### src/rtl/rmul_pkg.sv
// constants and types shared by the registered multiplier
package rmul_pkg;
	localparam int OPW = 16;
	localparam int PW  = 2 * OPW;
	localparam int AW  = 8;
	localparam int DW  = 32;

	// register byte addresses
	localparam logic [AW-1:0] REG_CTRL    = 8'h00;
	localparam logic [AW-1:0] REG_OPERAND = 8'h04;
	localparam logic [AW-1:0] REG_PRODUCT = 8'h08;
	localparam logic [AW-1:0] REG_STATUS  = 8'h0C;

	// control register fields
	localparam int CB_SCHEME = 0;
	localparam int CB_XSIGN  = 1;
	localparam int CB_YSIGN  = 2;
	localparam int CB_FA     = 3;
	localparam int CB_FT     = 4;
	localparam int CB_RND    = 5;
	localparam int CB_HSEL   = 6;
	localparam int CB_POE_N  = 7;
	localparam int CB_LOE_N  = 8;
	localparam int CTRL_W    = 9;
	localparam logic [CTRL_W-1:0] CTRL_RESET = 9'h188;

	// status register fields
	localparam int SB_XSIGN = 0;
	localparam int SB_YSIGN = 1;
	localparam int SB_RND   = 2;
	localparam int SB_W     = 3;

	// round insertion point before the format shift
	localparam int RND_POS_FULL  = 15;
	localparam int RND_POS_SHIFT = 14;

	// synchroniser layout of the pin inputs
	localparam int SY_X    = 0;
	localparam int SY_Y    = OPW;
	localparam int SY_CKX  = 2 * OPW;
	localparam int SY_CKY  = SY_CKX + 1;
	localparam int SY_CKH  = SY_CKX + 2;
	localparam int SY_CKL  = SY_CKX + 3;
	localparam int SY_ENX  = SY_CKX + 4;
	localparam int SY_ENY  = SY_CKX + 5;
	localparam int SY_ENP  = SY_CKX + 6;
	localparam int SYNC_W  = SY_CKX + 7;

	typedef enum logic {
		RMUL_SEP_CLOCKS,
		RMUL_ONE_CLOCK
	} rmul_scheme_t;
endpackage

### src/rtl/rmul_mul_if.sv
// operand and product bundle between the register file and the array
`timescale 1ns/100ps
interface rmul_mul_if;
	logic [15:0] x;
	logic [15:0] y;
	logic        xs;
	logic        ys;
	logic        fa;
	logic        rnd;
	logic [15:0] hi;
	logic [15:0] lo;
	modport src  (output x, y, xs, ys, fa, rnd, input hi, lo);
	modport core (input x, y, xs, ys, fa, rnd, output hi, lo);
endinterface

### src/rtl/rmul_core.sv
// combinational 16x16 array with sign modes, round and format adjust
`timescale 1ns/100ps
module rmul_core
	import rmul_pkg::*;
(
	// operands in, formatted product out
	rmul_mul_if.core m
);
	wire signed [OPW:0]   x_ext;
	wire signed [OPW:0]   y_ext;
	wire signed [PW+1:0]  full;
	wire        [PW+1:0]  round_add;
	wire        [PW+1:0]  rounded;

	assign x_ext = {m.xs & m.x[OPW-1], m.x};
	assign y_ext = {m.ys & m.y[OPW-1], m.y};
	assign full = (PW+2)'(x_ext) * (PW+2)'(y_ext);
	assign round_add = !m.rnd ? '0 :
		(m.fa ? ((PW+2)'(1) << RND_POS_FULL) : ((PW+2)'(1) << RND_POS_SHIFT));
	assign rounded = full + round_add;
	assign m.hi = m.fa ? rounded[PW-1:OPW] : rounded[PW-2:OPW-1];
	assign m.lo = m.fa ? rounded[OPW-1:0] : {rounded[PW-1], rounded[OPW-2:0]};
endmodule

### src/rtl/rmul_top.sv
// registered 16x16 multiplier with APB control and pin-side loading
// Contract
// - x clock edge captures multiplicand, its sign mode and round request.
// - y clock edge captures multiplier operand, its sign mode and round request.
// - separate clocks: upper product clock edge loads upper product half.
// - separate clocks: lower product clock edge loads lower product half.
// - single clock: all registers load on the shared clock under their enables.
// - three enables: x group, y group, both product halves together.
// - each operand unsigned when its sign mode low, two's complement when high.
// - format adjust high gives the full 32-bit product unshifted.
// - format adjust low shifts left one, sign copied into lower half top bit.
// - transparency high makes both product registers follow the product.
// - y pins are operand input and three-state lower product output.
// - round adds one at lower half top bit, 14 or 15 per format.
// - round request registers on either operand clock edge.
// - product port shows upper half when select low, lower when high.
// - product port and y pins driven only under their active-low enables.
//
// The placing of the registers and register access over APB were left to the implementer.
`timescale 1ns/100ps
module rmul_top
	import rmul_pkg::*;
(
	// clock, reset, freeze
	input  wire logic            pclk,
	input  wire logic            presetn,
	input  wire logic            ce,
	// apb slave
	input  wire logic            psel,
	input  wire logic            penable,
	input  wire logic            pwrite,
	input  wire logic [AW-1:0]   paddr,
	input  wire logic [DW-1:0]   pwdata,
	output logic      [DW-1:0]   prdata,
	output logic                 pready,
	output logic                 pslverr,
	// operand pins
	input  wire logic [OPW-1:0]  x_data,
	input  wire logic [OPW-1:0]  y_in,
	output logic      [OPW-1:0]  y_out,
	output logic                 y_oe,
	// separate-clock loads
	input  wire logic            x_operand_clock,
	input  wire logic            y_operand_clock,
	input  wire logic            upper_product_clock,
	input  wire logic            lower_product_clock,
	// single-clock enables
	input  wire logic            x_load_enable,
	input  wire logic            y_load_enable,
	input  wire logic            product_load_enable,
	// product port
	output logic      [OPW-1:0]  product_out,
	output logic                 product_oe
);
	rmul_mul_if mul ();

	logic [CTRL_W-1:0] ctrl;
	logic [SYNC_W-1:0] sync1;
	logic [SYNC_W-1:0] sync2;
	logic [3:0]        clk_prev;
	logic [OPW-1:0]    x_reg;
	logic [OPW-1:0]    y_reg;
	logic              x_sign;
	logic              y_sign;
	logic              rnd_reg;
	logic [OPW-1:0]    upper_product_half;
	logic [OPW-1:0]    lower_product_half;

	function automatic logic rise(input logic now, input logic prev);
		return now & ~prev;
	endfunction

	// pin synchronisers: first stage feeds only the second
	wire [SYNC_W-1:0] pins = {product_load_enable, y_load_enable, x_load_enable,
		lower_product_clock, upper_product_clock, y_operand_clock, x_operand_clock,
		y_in, x_data};

	always_ff @(posedge pclk or negedge presetn) begin
		if (!presetn) begin
			sync1    <= '0;
			sync2    <= '0;
			clk_prev <= '0;
		end else if (ce) begin
			sync1    <= pins;
			sync2    <= sync1;
			clk_prev <= sync2[SY_CKL:SY_CKX];
		end
	end

	// decoded control fields
	wire one_clock     = ctrl[CB_SCHEME] == RMUL_ONE_CLOCK;
	wire format_adjust = ctrl[CB_FA];
	wire transparent   = ctrl[CB_FT];
	wire half_select   = ctrl[CB_HSEL];
	wire x_pin_edge    = rise(sync2[SY_CKX], clk_prev[0]);
	wire y_pin_edge    = rise(sync2[SY_CKY], clk_prev[1]);
	wire hi_pin_edge   = rise(sync2[SY_CKH], clk_prev[2]);
	wire lo_pin_edge   = rise(sync2[SY_CKL], clk_prev[3]);
	wire [OPW-1:0] x_s = sync2[SY_X +: OPW];
	wire [OPW-1:0] y_s = sync2[SY_Y +: OPW];

	wire ld_x  = ce & (one_clock ? sync2[SY_ENX] : x_pin_edge);
	wire ld_y  = ce & (one_clock ? sync2[SY_ENY] : y_pin_edge);
	wire ld_hi = ce & (transparent | (one_clock ? sync2[SY_ENP] : hi_pin_edge));
	wire ld_lo = ce & (transparent | (one_clock ? sync2[SY_ENP] : lo_pin_edge));

	always_ff @(posedge pclk or negedge presetn) begin
		if (!presetn) begin
			x_reg  <= '0;
			x_sign <= 1'b0;
		end else if (ld_x) begin
			x_reg  <= x_s;
			x_sign <= ctrl[CB_XSIGN];
		end
	end

	always_ff @(posedge pclk or negedge presetn) begin
		if (!presetn) begin
			y_reg  <= '0;
			y_sign <= 1'b0;
		end else if (ld_y) begin
			y_reg  <= y_s;
			y_sign <= ctrl[CB_YSIGN];
		end
	end

	always_ff @(posedge pclk or negedge presetn) begin
		if (!presetn) begin
			rnd_reg <= 1'b0;
		end else if (ld_x | ld_y) begin
			rnd_reg <= ctrl[CB_RND];
		end
	end

	// array fed straight from operand registers
	assign mul.x   = x_reg;
	assign mul.y   = y_reg;
	assign mul.xs  = x_sign;
	assign mul.ys  = y_sign;
	assign mul.fa  = format_adjust;
	assign mul.rnd = rnd_reg;

	rmul_core u_core (
		.m (mul)
	);

	// host must hold operands until the product is clocked; no interlock here
	always_ff @(posedge pclk or negedge presetn) begin
		if (!presetn) begin
			upper_product_half <= '0;
		end else if (ld_hi) begin
			upper_product_half <= mul.hi;
		end
	end

	always_ff @(posedge pclk or negedge presetn) begin
		if (!presetn) begin
			lower_product_half <= '0;
		end else if (ld_lo) begin
			lower_product_half <= mul.lo;
		end
	end

	// output stage: costs one cycle but keeps every pin on a flop
	// half select
	wire [OPW-1:0] next_product_out = half_select ? lower_product_half : upper_product_half;

	always_ff @(posedge pclk or negedge presetn) begin
		if (!presetn) begin
			product_out <= '0;
			product_oe  <= 1'b0;
			y_out       <= '0;
			y_oe        <= 1'b0;
		end else if (ce) begin
			product_out <= next_product_out;
			product_oe  <= ~ctrl[CB_POE_N];
			// lower half back out on y pins
			y_out       <= lower_product_half;
			y_oe        <= ~ctrl[CB_LOE_N];
		end
	end

	// apb: one wait state so read data can leave a flop
	wire access   = psel & penable & ~pready;
	wire fire     = psel & penable & pready & ce;
	wire hit_ctrl = paddr == REG_CTRL;
	wire hit_any  = hit_ctrl | (paddr == REG_OPERAND) | (paddr == REG_PRODUCT)
		| (paddr == REG_STATUS);
	wire [SB_W-1:0] status = {rnd_reg, y_sign, x_sign};
	wire [DW-1:0] rd_word =
		hit_ctrl                ? DW'(ctrl) :
		(paddr == REG_OPERAND)  ? {y_reg, x_reg} :
		(paddr == REG_PRODUCT)  ? {upper_product_half, lower_product_half} :
		(paddr == REG_STATUS)   ? DW'(status) : '0;

	always_ff @(posedge pclk or negedge presetn) begin
		if (!presetn) begin
			pready  <= 1'b0;
			pslverr <= 1'b0;
			prdata  <= '0;
		end else if (ce) begin
			pready  <= access;
			pslverr <= access & ~hit_any;
			prdata  <= (access & ~pwrite) ? rd_word : '0;
		end
	end

	// writes land only at the completing edge; other offsets are read-only
	always_ff @(posedge pclk or negedge presetn) begin
		if (!presetn) begin
			ctrl <= CTRL_RESET;
		end else if (fire & pwrite & hit_ctrl) begin
			ctrl <= pwdata[CTRL_W-1:0];
		end
	end

	// reference product for checking, assertion use only
	wire signed [OPW:0]  chk_x = {x_sign & x_reg[OPW-1], x_reg};
	wire signed [OPW:0]  chk_y = {y_sign & y_reg[OPW-1], y_reg};
	wire signed [PW+1:0] chk_p = (PW+2)'(chk_x) * (PW+2)'(chk_y);

	a_x_capture: assert property (@(posedge pclk) disable iff (!presetn)
		ld_x |=> x_reg == $past(x_s) && x_sign == $past(ctrl[CB_XSIGN]))
		else $error("x operand group not captured");

	a_y_capture: assert property (@(posedge pclk) disable iff (!presetn)
		ld_y |=> y_reg == $past(y_s) && y_sign == $past(ctrl[CB_YSIGN]))
		else $error("y operand group not captured");

	a_upper_pin_load: assert property (@(posedge pclk) disable iff (!presetn)
		ce && !one_clock && hi_pin_edge |=> upper_product_half == $past(mul.hi))
		else $error("upper half missed its clock edge");

	a_lower_pin_load: assert property (@(posedge pclk) disable iff (!presetn)
		ce && !one_clock && lo_pin_edge |=> lower_product_half == $past(mul.lo))
		else $error("lower half missed its clock edge");

	a_enable_hold: assert property (@(posedge pclk) disable iff (!presetn)
		ce && one_clock && !sync2[SY_ENX] && !sync2[SY_ENY] |=> $stable(x_reg) && $stable(y_reg))
		else $error("operand changed without enable");

	a_pair_enable: assert property (@(posedge pclk) disable iff (!presetn)
		ce && one_clock && sync2[SY_ENP]
		|=> upper_product_half == $past(mul.hi) && lower_product_half == $past(mul.lo))
		else $error("product pair not loaded together");

	a_full_format: assert property (@(posedge pclk) disable iff (!presetn)
		format_adjust && !rnd_reg |-> {mul.hi, mul.lo} == chk_p[PW-1:0])
		else $error("full product mismatch");

	a_shift_format: assert property (@(posedge pclk) disable iff (!presetn)
		!format_adjust && !rnd_reg
		|-> mul.hi == chk_p[PW-2:OPW-1] && mul.lo == {chk_p[PW-1], chk_p[OPW-2:0]})
		else $error("shifted product mismatch");

	a_transparent_follow: assert property (@(posedge pclk) disable iff (!presetn)
		ce && transparent |=> upper_product_half == $past(mul.hi)
		&& lower_product_half == $past(mul.lo))
		else $error("transparent halves did not follow");

	a_round_either: assert property (@(posedge pclk) disable iff (!presetn)
		(ld_x || ld_y) ##1 !(ld_x || ld_y) [*2] |-> rnd_reg == $past(ctrl[CB_RND], 2))
		else $error("round request not registered");

	a_half_select: assert property (@(posedge pclk) disable iff (!presetn)
		ce |=> product_out == $past(next_product_out))
		else $error("wrong product half on port");

	a_drive_enable: assert property (@(posedge pclk) disable iff (!presetn)
		ce |=> product_oe == !$past(ctrl[CB_POE_N]) && y_oe == !$past(ctrl[CB_LOE_N]))
		else $error("output enable mismatch");

	a_apb_one_wait: assert property (@(posedge pclk) disable iff (!presetn)
		ce && psel && penable && !pready ##1 ce |-> pready)
		else $error("apb answer late");
endmodule
### config.mk
export PLATFORM = sky130hd
export DESIGN_NAME = rmul_top
export DESIGN_NICKNAME = d
export VERILOG_FILES = /design/src/rtl/rmul_pkg.sv /design/src/rtl/rmul_mul_if.sv /design/src/rtl/rmul_core.sv /design/src/rtl/rmul_top.sv
export SDC_FILE = /design/constraint.sdc
export NUM_CORES = 1
export LEC_CHECK = 0
export BUFFER_PORTS_ARGS = -buffer_cell sky130_fd_sc_hd__buf_4
export CORE_ASPECT_RATIO = 0.9
export CORE_MARGIN = 5
export CORE_UTILIZATION = 50
export DETAILED_ROUTE_END_ITERATION = 10
export PLACE_DENSITY_LB_ADDON = 0.3
export SLEW_MARGIN = 20
export SYNTH_ARGS = -nofsm -noshare
export SYNTH_HDL_FRONTEND = slang
export SYNTH_SLANG_ARGS = --single-unit
### constraint.sdc
create_clock -name pclk -period 7.1 [get_ports pclk]
set_input_delay 0.71 -clock pclk [delete_from_list [all_inputs] [get_ports pclk]]
set_output_delay 0.71 -clock pclk [all_outputs]
set_load 0.01 [all_outputs]
==> summary.md, run 1 <==
| Metric | Value |
|---|---|
| DR iter-0 viols | `between 900 and 1000` |
| Top flop regs | `sync1 (39), sync2 (39), prdata (32)` |
| Setup TNS | `0 ps` |
| WL final | `between 50000 and 60000 um` |
| FILL cells | `3402` |
| Cell Area, Synth | `just under 20000 um2` |
| Worst path cell trace | `nand2_1 -> fa_1 -> inv_1 -> fa_1 -> inv_1 -> fa_1 -> inv_1 -> fa_1 -> fa_1 -> inv_1 -> fa_1 -> inv_1 -> ha_1 -> and3_1 -> a22o_1 -> o31ai_1 -> a31oi_1 -> a31oi_1 -> o21ai_0 -> xor2_1 -> nor3_1 -> a311oi_1` |
| H-Tree Depth | `1` |
| Fin nets | `about 2400` |
| Worst-Margin Slew | `between 1000 and 1500 ps` |
| Worst-path clk slew | `about 80 ps` |
| WP buf/inv | `5` |
| Tcrit/Tclk final | `between 90% and 100%` |
| Main combinational cell family by area after synthesis | `adder cells` |
| GPL Wtd Cong | `between 0.9 and 1` |
| Fin crit period | `6740 ps` |
| Yosys top cell by area | `fa_1` |
| Kind of critical path | `reg2reg` |
| Seq/Total Area, Yosys | `between 20% and 30%` |
| Max-slew headroom | `28.7%` |
| Syn avg cell area | `10.5 um2` |
| Crit-path leading delay family | `adder cells` |
| Crit path largest cell delay | `around 900 ps` |
| # DRC | `0` |
| Pin count of the biggest net entering global routing | `approximately 100` |
| Vias in the first global route | `14700` |
| Status | `finished clean` |
| Area of the multi-input gates | `roughly 12000 um2` |
| Max-Cap Viols | `0` |
| Placed instance count | `roughly 2500` |
| Worst Path Arrival | `about 7200 ps` |
| RSZ-0062 raised after global routing | `no` |
| Adder-cell share of the synthesized area | `about a third` |
| First-pass GRT wire length | `approximately 80000 um` |
| Sequential Area | `~5700 um2` |
| Mux cell area share after synthesis | `10.2%` |
| Placed cell area | `21300 um2` |
| Startpoint Class | `register` |
| Most frequent cells after synthesis | `inv_1 (362), fa_1 (284), dfrtp_1 (223)` |
| Tot GR Track Use | `23.9%` |
| Clk root buf | `clkbuf_16` |
| Synth top area cells | `fa_1 (29%), dfrtp_1 (28%), mux2_2 (8.0%), inv_1 (6.9%), ha_1 (5.1%)` |
| Router iterations before antenna repair | `5` |
| Synth top area share | `28.8%` |
| Die H | `198 um` |
| Xor/xnor cell area share of the yosys netlist | `~1.8%` |
| CP most frequent cell | `fa_1` |
| Post-Syn Instances | `1884` |
| Antenna violation net count after detailed routing | `0` |
| Die Area | `between 40000 and 50000 um2` |
| FF-to-FF setup slack | `~360 ps` |
| Synth-to-Final Area Change | `11.4%` |
| Cell with the most instances after synthesis | `inv_1` |
| Reg2Reg Depth | `22` |
| Antenna violations before repair | `1` |
| Synth Area in Simple Gates | `between 10% and 20%` |
| Total of warnings raised by yosys | `0` |
| EDFF count, synth | `0` |
| Fmax | `148 MHz` |
| Clk sinks | `between 200 and 250` |
| Worst Path Max Fanout | `16` |
| Compound-Gate Fraction of Synth Area | `under 10%` |
| Final setup viols | `0` |
| Top-Level Pins | `153` |
| CP max-delay cell | `dfrtp_1` |
| Setup bufs post-CTS | `0` |
| Syn nets | `around 2300` |
| Ys async rst share | `100%` |
| DR WL/cell | `between 20 and 25 um` |
| Hold slack final | `around 210 ps` |
| Layout cells sized above 1 | `about a fifth` |
| CTS tree | `done` |
| Gr ovfl total | `0` |
| Via density | `5.43` |
| CTS max path bufs | `3` |
| IO buf count | `around 130` |
| Worst-skew pair later-pin latency | `around 520 ps` |
| Core Footprint | `between 30000 and 40000 um2` |
| Final hold violations | `0` |
| CP endpoint kind | `register` |
| Hold Path Class | `in2async` |
| DIE WIDTH | `219 um` |
| Top_reg_cell synth | `dfrtp_1` |
| Clk_skew | `12.6 ps` |
| RR Endpoint | `upper_product_half[15]$_DFFE_PN0P_` |
| DR vias | `13600` |
| Detail Placement HPWL | `around 39000 um` |
| R2R Path Start | `mul.y[5]$_DFFE_PN0P_` |
| Critical Path Stages | `22` |
| Worst EP required | `7520 ps` |
| Slew Limit Fails | `0` |
| Cts bufs inserted | `21` |
| Distinct cells, synth | `56` |
| Fin cells | `about 2500` |
| #FFs+latches synth | `about 230` |
| # rows | `slightly below 70` |
| Post-route cell area | `around 22000 um2` |
| Initial core utilization | `approximately half` |
## how the worst max path moves through the flow
stage          slack, ps             startpoint                                  to
3_5_place_dp         430   mul.y[9]$_DFFE_PN0P_  upper_product_half[15]$_DFFE_PN0P_
6_report             360   mul.y[5]$_DFFE_PN0P_  upper_product_half[15]$_DFFE_PN0P_
3_3_place_gp         470   mul.y[9]$_DFFE_PN0P_  upper_product_half[15]$_DFFE_PN0P_
2_1_floorplan        950  mul.x[15]$_DFFE_PN0P_  upper_product_half[15]$_DFFE_PN0P_
5_1_grt                5   mul.y[5]$_DFFE_PN0P_  upper_product_half[15]$_DFFE_PN0P_
4_1_cts              400   mul.y[9]$_DFFE_PN0P_  upper_product_half[15]$_DFFE_PN0P_
## kinds of logic (layout without fill, tap and decap cells)
group | Yosys count | count (layout)
compound gates | 192 | 192
xor+xnor | 40 | 40
fa+ha+maj | 364 | 364
buf+inv | 472 | 570
flops | 226 | 226
mux | 179 | 179
other cells | 0 | 1
simple gates | 411 | 411
## cell type report
cell class              instances  share of cell area (%)
clock inverters                10                   0.553
clock buffers                  27                    2.68
diodes                          1                  0.0114
well taps                     532                    3.03
flip-flops and latches        226                    25.8
inverters                     363                    6.20
multi-input cells            1186                    55.9
repair buffers                170                    5.86
## repair_timing
action	CTS	global route
hold buffers	0	0
endpoints found under the setup margin	0	2
resized for setup	0	1
## cells in the final DEF (no fill, tap or decap), types with 7 or more instances in the layout
master       n
inv_1      362
fa_1       284
dfrtp_1    221
nand2_1    190
buf_4      168
mux2_2     140
and2_1     123
ha_1        80
nor2_1      45
a21oi_1     42
o21ai_0     40
mux2i_1     30
o22ai_1     28
xnor2_1     27
a22oi_1     26
clkbuf_16   21
a21o_1      13
xor2_1      13
nor2b_1     11
and3_1       9
mux2_4       9
a31oi_1      7
## per-stage QoR
stage	setup slack [ps]	util, %
2_1_floorplan	947	-
3_3_place_gp	472	54.2
3_5_place_dp	434	54.2
4_1_cts	395	56.0
5_1_grt	4.53	56.0
6_report	362	56.0
## routing by layer
| metal | part of all wire (%) | wire length (um) | GRT usage (%) | vias to the layer above |
|---|---|---|---|---|
| met5 | 0 | 0 | 0 | - |
| met2 | 46 | 23500 | 37.7 | 528 |
| met3 | 8.2 | 4180 | 6.13 | 134 |
| met1 | 41 | 20800 | 32.8 | 6987 |
| li1 | - | - | - | 5999 |
| met4 | 4.3 | 2190 | 8.05 | 0 |
## worst register-to-register path: cells and delay by family (launching register included)
family          cells  cell delay [ps]
xor+xnor            1              250
simple gates        3              500
buf+inv             5              250
compound gates      6             1390
fa+ha+maj           7             3370
flops               1              900
Power of run 1 is left out: the tool's default activity adds up to more than one toggle a clock period on the data nets, which glitch-free logic cannot reach.
==> inputs of run 2 (changes only) <==
CELL_PAD_IN_SITES_DETAIL_PLACEMENT = 1   (was default)
CELL_PAD_IN_SITES_GLOBAL_PLACEMENT = 1   (was default)
CORE_UTILIZATION = 49   (was 50)
clock period = 7.7 ns   (was 7.1 ns; I/O delays follow)
==> summary.md, run 2 (synthesized netlist as in run 1, its figures left out) <==
| Metric | Value |
|---|---|
| Status | `finished clean` |
| # DRC | `0` |
| CP max-delay cell | `dfrtp_1` |
| FILL cells | `around 4300` |
| Clk_skew | `approximately 26 ps` |
| # rows | `69` |
| Met1 Use GR | `around a third` |
| First-pass GRT wire length | `about 93000 um` |
| Worst-path clk slew | `approximately 70 ps` |
| H-Tree Depth | `1` |
| Placed instance count | `around 2500` |
| DR vias | `approximately 14000` |
| Via density | `5.59` |
| CP endpoint kind | `register` |
| Worst EP required | `between 8000 and 9000 ps` |
| Global Route met3 Usage | `~4.2%` |
| Worst Path Max Fanout | `19` |
| Top flop regs | `sync1 (39), sync2 (39), prdata (32)` |
| Layout cells sized above 1 | `a little under a fifth` |
| Worst path cell trace | `nand2_1 -> inv_1 -> fa_1 -> inv_1 -> fa_1 -> inv_1 -> fa_1 -> fa_1 -> fa_1 -> inv_1 -> fa_1 -> inv_1 -> ha_1 -> and2_1 -> a211o_1 -> o31ai_1 -> a31oi_1 -> a21oi_1 -> o21bai_1 -> xnor2_1 -> mux2i_1 -> o21ai_0` |
| Antenna violation net count after detailed routing | `0` |
| Detail Placement HPWL | `between 40000 and 50000 um` |
| Max-slew headroom | `about 22%` |
| Kind of critical path | `reg2reg` |
| Startpoint Class | `register` |
| Crit path largest cell delay | `1050 ps` |
| Vias in the first global route | `16100` |
| IO buf count | `roughly 130` |
| CP most frequent cell | `fa_1` |
| Setup bufs post-CTS | `0` |
| Gr ovfl total | `0` |
| Pin count of the biggest net entering global routing | `111` |
| DIE WIDTH | `between 200 and 250 um` |
| Most frequent cells in the layout | `inv_1 (362), fa_1 (284), dfrtp_1 (223)` |
| Cts hold-fix bufs | `0` |
| Worst-skew pair later-pin latency | `roughly 530 ps` |
| Clk sinks | `roughly 230` |
| DR WL/cell | `roughly 24 um` |
| Synth-to-Final Area Change | `10.9%` |
| Cts bufs inserted | `22` |
| GPL Wtd Cong | `0.886` |
| Post-layout util | `55.2%` |
| Tcrit/Tclk final | `between 90 and 100%` |
| Core Footprint | `roughly 40000 um2` |
| DR iter-0 viols | `~820` |
| Grt peak-use layer | `met2` |
| PostCTS Resize Cnt | `0` |
| R2R Path Start | `mul.y[2]$_DFFE_PN0P_` |
| Die H | `around 200 um` |
| Fin nets | `between 2000 and 2500` |
| CTS tree | `done` |
| Setup TNS | `0 ps` |
| CTS max path bufs | `3` |
| Commonest non-fill, non-tap cell in the layout | `inv_1` |
| Die Area | `44300 um2` |
| Diode count | `0` |
| Top-Level Pins | `between 150 and 200` |
| Final hold violations | `0` |
| Max-Cap Viols | `0` |
| Worst Path Arrival | `7430 ps` |
| Antenna violations before repair | `4` |
| GRT met2 Usage | `between 40% and 50%` |
| Clk root buf | `clkbuf_16` |
| Router iterations before antenna repair | `7` |
| Hold Path Class | `in2async` |
| Slew Limit Fails | `0` |
| WL final | `between 50000 and 60000 um` |
| Fmax | `143 MHz` |
| Final setup viols | `0` |
| Fin cells | `2504` |
| Crit. Startpoint | `mul.y[2]$_DFFE_PN0P_` |
| Tot GR Track Use | `between 20% and 30%` |
| Worst-Margin Slew | `~1200 ps` |
| Initial core utilization | `slightly below 50%` |
| Fin crit period | `roughly 7000 ps` |
| RSZ-0062 raised after global routing | `no` |
## run 2: worst max-delay path, delay by kind of cell, from the launching register on
family,cells,cell delay (ps)
buf+inv,5,640
flops,1,1050
xor+xnor,1,230
compound gates,6,1130
mux,1,120
fa+ha+maj,7,3260
simple gates,2,440
## run 2: final timing paths
check | endpoint | slack [ps] | cells after the start
hold reg to reg | sync1[2]$_DFFE_PN0P_ | 510 | 1
min in group pclk | sync1[28]$_DFFE_PN0P_ | 470 | 2
setup / recovery | upper_product_half[9]$_DFFE_PN0P_ | 690 | 22
setup reg to reg | upper_product_half[9]$_DFFE_PN0P_ | 690 | 22
hold / removal | y_oe$_DFFE_PN0P_ | 260 | 1
max in group asynchronous | sync1[26]$_DFFE_PN0P_ | 6170 | 2
## run 2: cell type report
class	instances	area, um2	area share, %
flip-flops and latches	226	5660	25.9
well taps	532	666	3.04
multi-input cells	1186	12300	56.2
clock inverters	11	110	0.504
inverters	363	1360	6.23
repair buffers	157	1190	5.46
clock buffers	29	587	2.68
## run 2: stage by stage
| step | area (um2) | hold slack (ps) | worst slack, ps |
|---|---|---|---|
| global placement | 21200 | 485 | 1020 |
| CTS | 21900 | 278 | 754 |
| detailed placement | 21200 | 489 | 764 |
| global route | 21900 | 306 | 392 |
| finish | 21900 | 261 | 695 |
| floorplan | 19700 | 471 | 1550 |
## run 2: per-layer routing
layer / vias up / wire length (um)
li1: 5975 / -
met1: 7403 / 23800
met2: 456 / 29500
met3: 154 / 3390
met4: 0 / 2780
met5: - / 0
Power of run 2 is left out for the same reason.
==> inputs of run 3 (changes only) <==
RECOVER_POWER = 25   (was default)
==> summary.md, run 3 (synthesized netlist as in run 1, its figures left out) <==
| Metric | Value |
|---|---|
| Cts bufs inserted | `22` |
| Worst path cell trace | `nand2_1 -> inv_1 -> fa_1 -> inv_1 -> fa_1 -> inv_1 -> fa_1 -> fa_1 -> fa_1 -> inv_1 -> fa_1 -> inv_1 -> ha_1 -> and2_1 -> a211o_1 -> o31ai_1 -> a31oi_1 -> a21oi_1 -> o21bai_1 -> xnor2_1 -> mux2i_1 -> o21ai_0` |
| WL final | `between 50000 and 60000 um` |
| Area of the multi-input gates | `12300 um2` |
| Commonest non-fill, non-tap cell in the layout | `inv_1` |
| Placed cell area | `between 20000 and 25000 um2` |
| Sequential Area | `between 5000 and 6000 um2` |
| Antenna violation net count after detailed routing | `0` |
| DR WL/cell | `~24 um` |
| # rows | `between 60 and 70` |
| Gr ovfl total | `0` |
| Pin count of the biggest net entering global routing | `~110` |
| CTS tree | `done` |
| Final hold violations | `0` |
| Final setup viols | `0` |
| Worst Path Max Fanout | `19` |
| Crit path largest cell delay | `~1100 ps` |
| Cts hold-fix bufs | `0` |
| Fmax | `about 140 MHz` |
| Setup TNS | `0 ps` |
| Kind of critical path | `reg2reg` |
| Detail Placement HPWL | `between 40000 and 50000 um` |
| Hold Path Class | `in2reg` |
| DIE WIDTH | `~220 um` |
| First-pass GRT wire length | `92900 um` |
| Top-Level Pins | `about 150` |
| Worst-Margin Slew | `4730 ps` |
| Setup bufs post-CTS | `0` |
| CP endpoint kind | `register` |
| Clk sinks | `about 230` |
| Fin crit period | `roughly 7000 ps` |
| Worst Path Arrival | `~7400 ps` |
| Fin nets | `approximately 2400` |
| Max-slew headroom | `-216%` |
| RSZ-0062 raised after global routing | `no` |
| Worst-skew pair later-pin latency | `~530 ps` |
| Tcrit/Tclk final | `slightly above 90%` |
| Die H | `approximately 200 um` |
| Core Footprint | `around 40000 um2` |
| DR iter-0 viols | `around 900` |
| Most frequent cells in the layout | `inv_1 (362), fa_1 (284), dfrtp_1 (223)` |
| Met1 Use GR | `34.2%` |
| Tot GR Track Use | `26.8%` |
| Synth-to-Final Area Change | `10.8%` |
| Layout cells sized above 1 | `between 10% and 20%` |
| PostCTS Resize Cnt | `0` |
| Vias in the first global route | `16100` |
| Startpoint Class | `register` |
| Hold slack final | `roughly 470 ps` |
| IO buf count | `between 100 and 150` |
| FILL cells | `between 4000 and 5000` |
| Top flop regs | `sync1 (39), sync2 (39), prdata (32)` |
| Global Route met3 Usage | `approximately 4.2%` |
| Worst-path clk slew | `around 70 ps` |
| Clk_skew | `26.9 ps` |
| Worst EP required | `around 8000 ps` |
| CP max-delay cell | `dfrtp_1` |
| Clk root buf | `clkbuf_16` |
| # DRC | `0` |
| CTS max path bufs | `3` |
| Antenna violations before repair | `4` |
| Failing checks | `capacitance limit, slew limit` |
| Die Area | `around 44000 um2` |
| Via density | `5.58` |
| CP most frequent cell | `fa_1` |
| Post-route cell area | `between 20000 and 25000 um2` |
| Max-Cap Viols | `1` |
| GPL Wtd Cong | `~0.89` |
| Initial core utilization | `49.7%` |
| GRT met2 Usage | `between 40% and 50%` |
| DR vias | `14000` |
| Status | `finished, violations left` |
| Slew Limit Fails | `89` |
| Grt peak-use layer | `met2` |
| Router iterations before antenna repair | `5` |
| H-Tree Depth | `1` |
-- run 3: cell count changes in the layout (fill, tap and decap cells not counted), sizes merged --
cell    before  now
buf        157  156
clkbuf      29   30
diode        0    1
-- run 3: final timing paths --
kind	slack, ps	endpoint	startpoint	cells past startpoint
worst max-delay path	700	upper_product_half[9]$_DFFE_PN0P_	mul.y[2]$_DFFE_PN0P_	22
worst min-delay path	470	sync1[26]$_DFFE_PN0P_	y_in[10]	2
worst max register to register	700	upper_product_half[9]$_DFFE_PN0P_	mul.y[2]$_DFFE_PN0P_	22
worst min register to register	510	sync2[19]$_DFFE_PN0P_	sync2[19]$_DFFE_PN0P_	1
max in group asynchronous	3100	mul.y[15]$_DFFE_PN0P_	presetn	2
min in group asynchronous	1960	y_oe$_DFFE_PN0P_	presetn	1
-- run 3: critical path: cells and delay by family, from the launching register on --
family                     cells  cell delay [ps]
DFF                            1             1060
muxes                          1              120
buffers and inverters          5              640
adders and majority gates      7             3260
xor gates and xnor gates       1              230
AOI/OAI and AO/OA              6             1120
and+or+nand+nor                2              450
-- run 3: per-stage QoR --
stage	cells	setup WS, ps	utilization, %
CTS	2504	754	55.2
global route	2504	392	55.1
global placement	2464	1020	53.4
finish	2505	695	55.1
detailed placement	2464	764	53.4
floorplan	1884	1550	-
-- run 3: layout make-up --
type	instances	share of cell area (%)
multi-input cells	1186	56.2
flip-flops and latches	226	25.9
diodes	1	0.0115
clock buffers	29	2.69
well taps	532	3.05
clock inverters	11	0.504
inverters	363	6.24
repair buffers	157	5.41
-- run 3: metal layers --
metal | up-vias | wire (um)
met2 | 476 | 29700
li1 | 5977 | -
met5 | - | 0
met3 | 139 | 3270
met1 | 7380 | 23700
met4 | 0 | 2670
Power of run 3 is left out for the same reason.
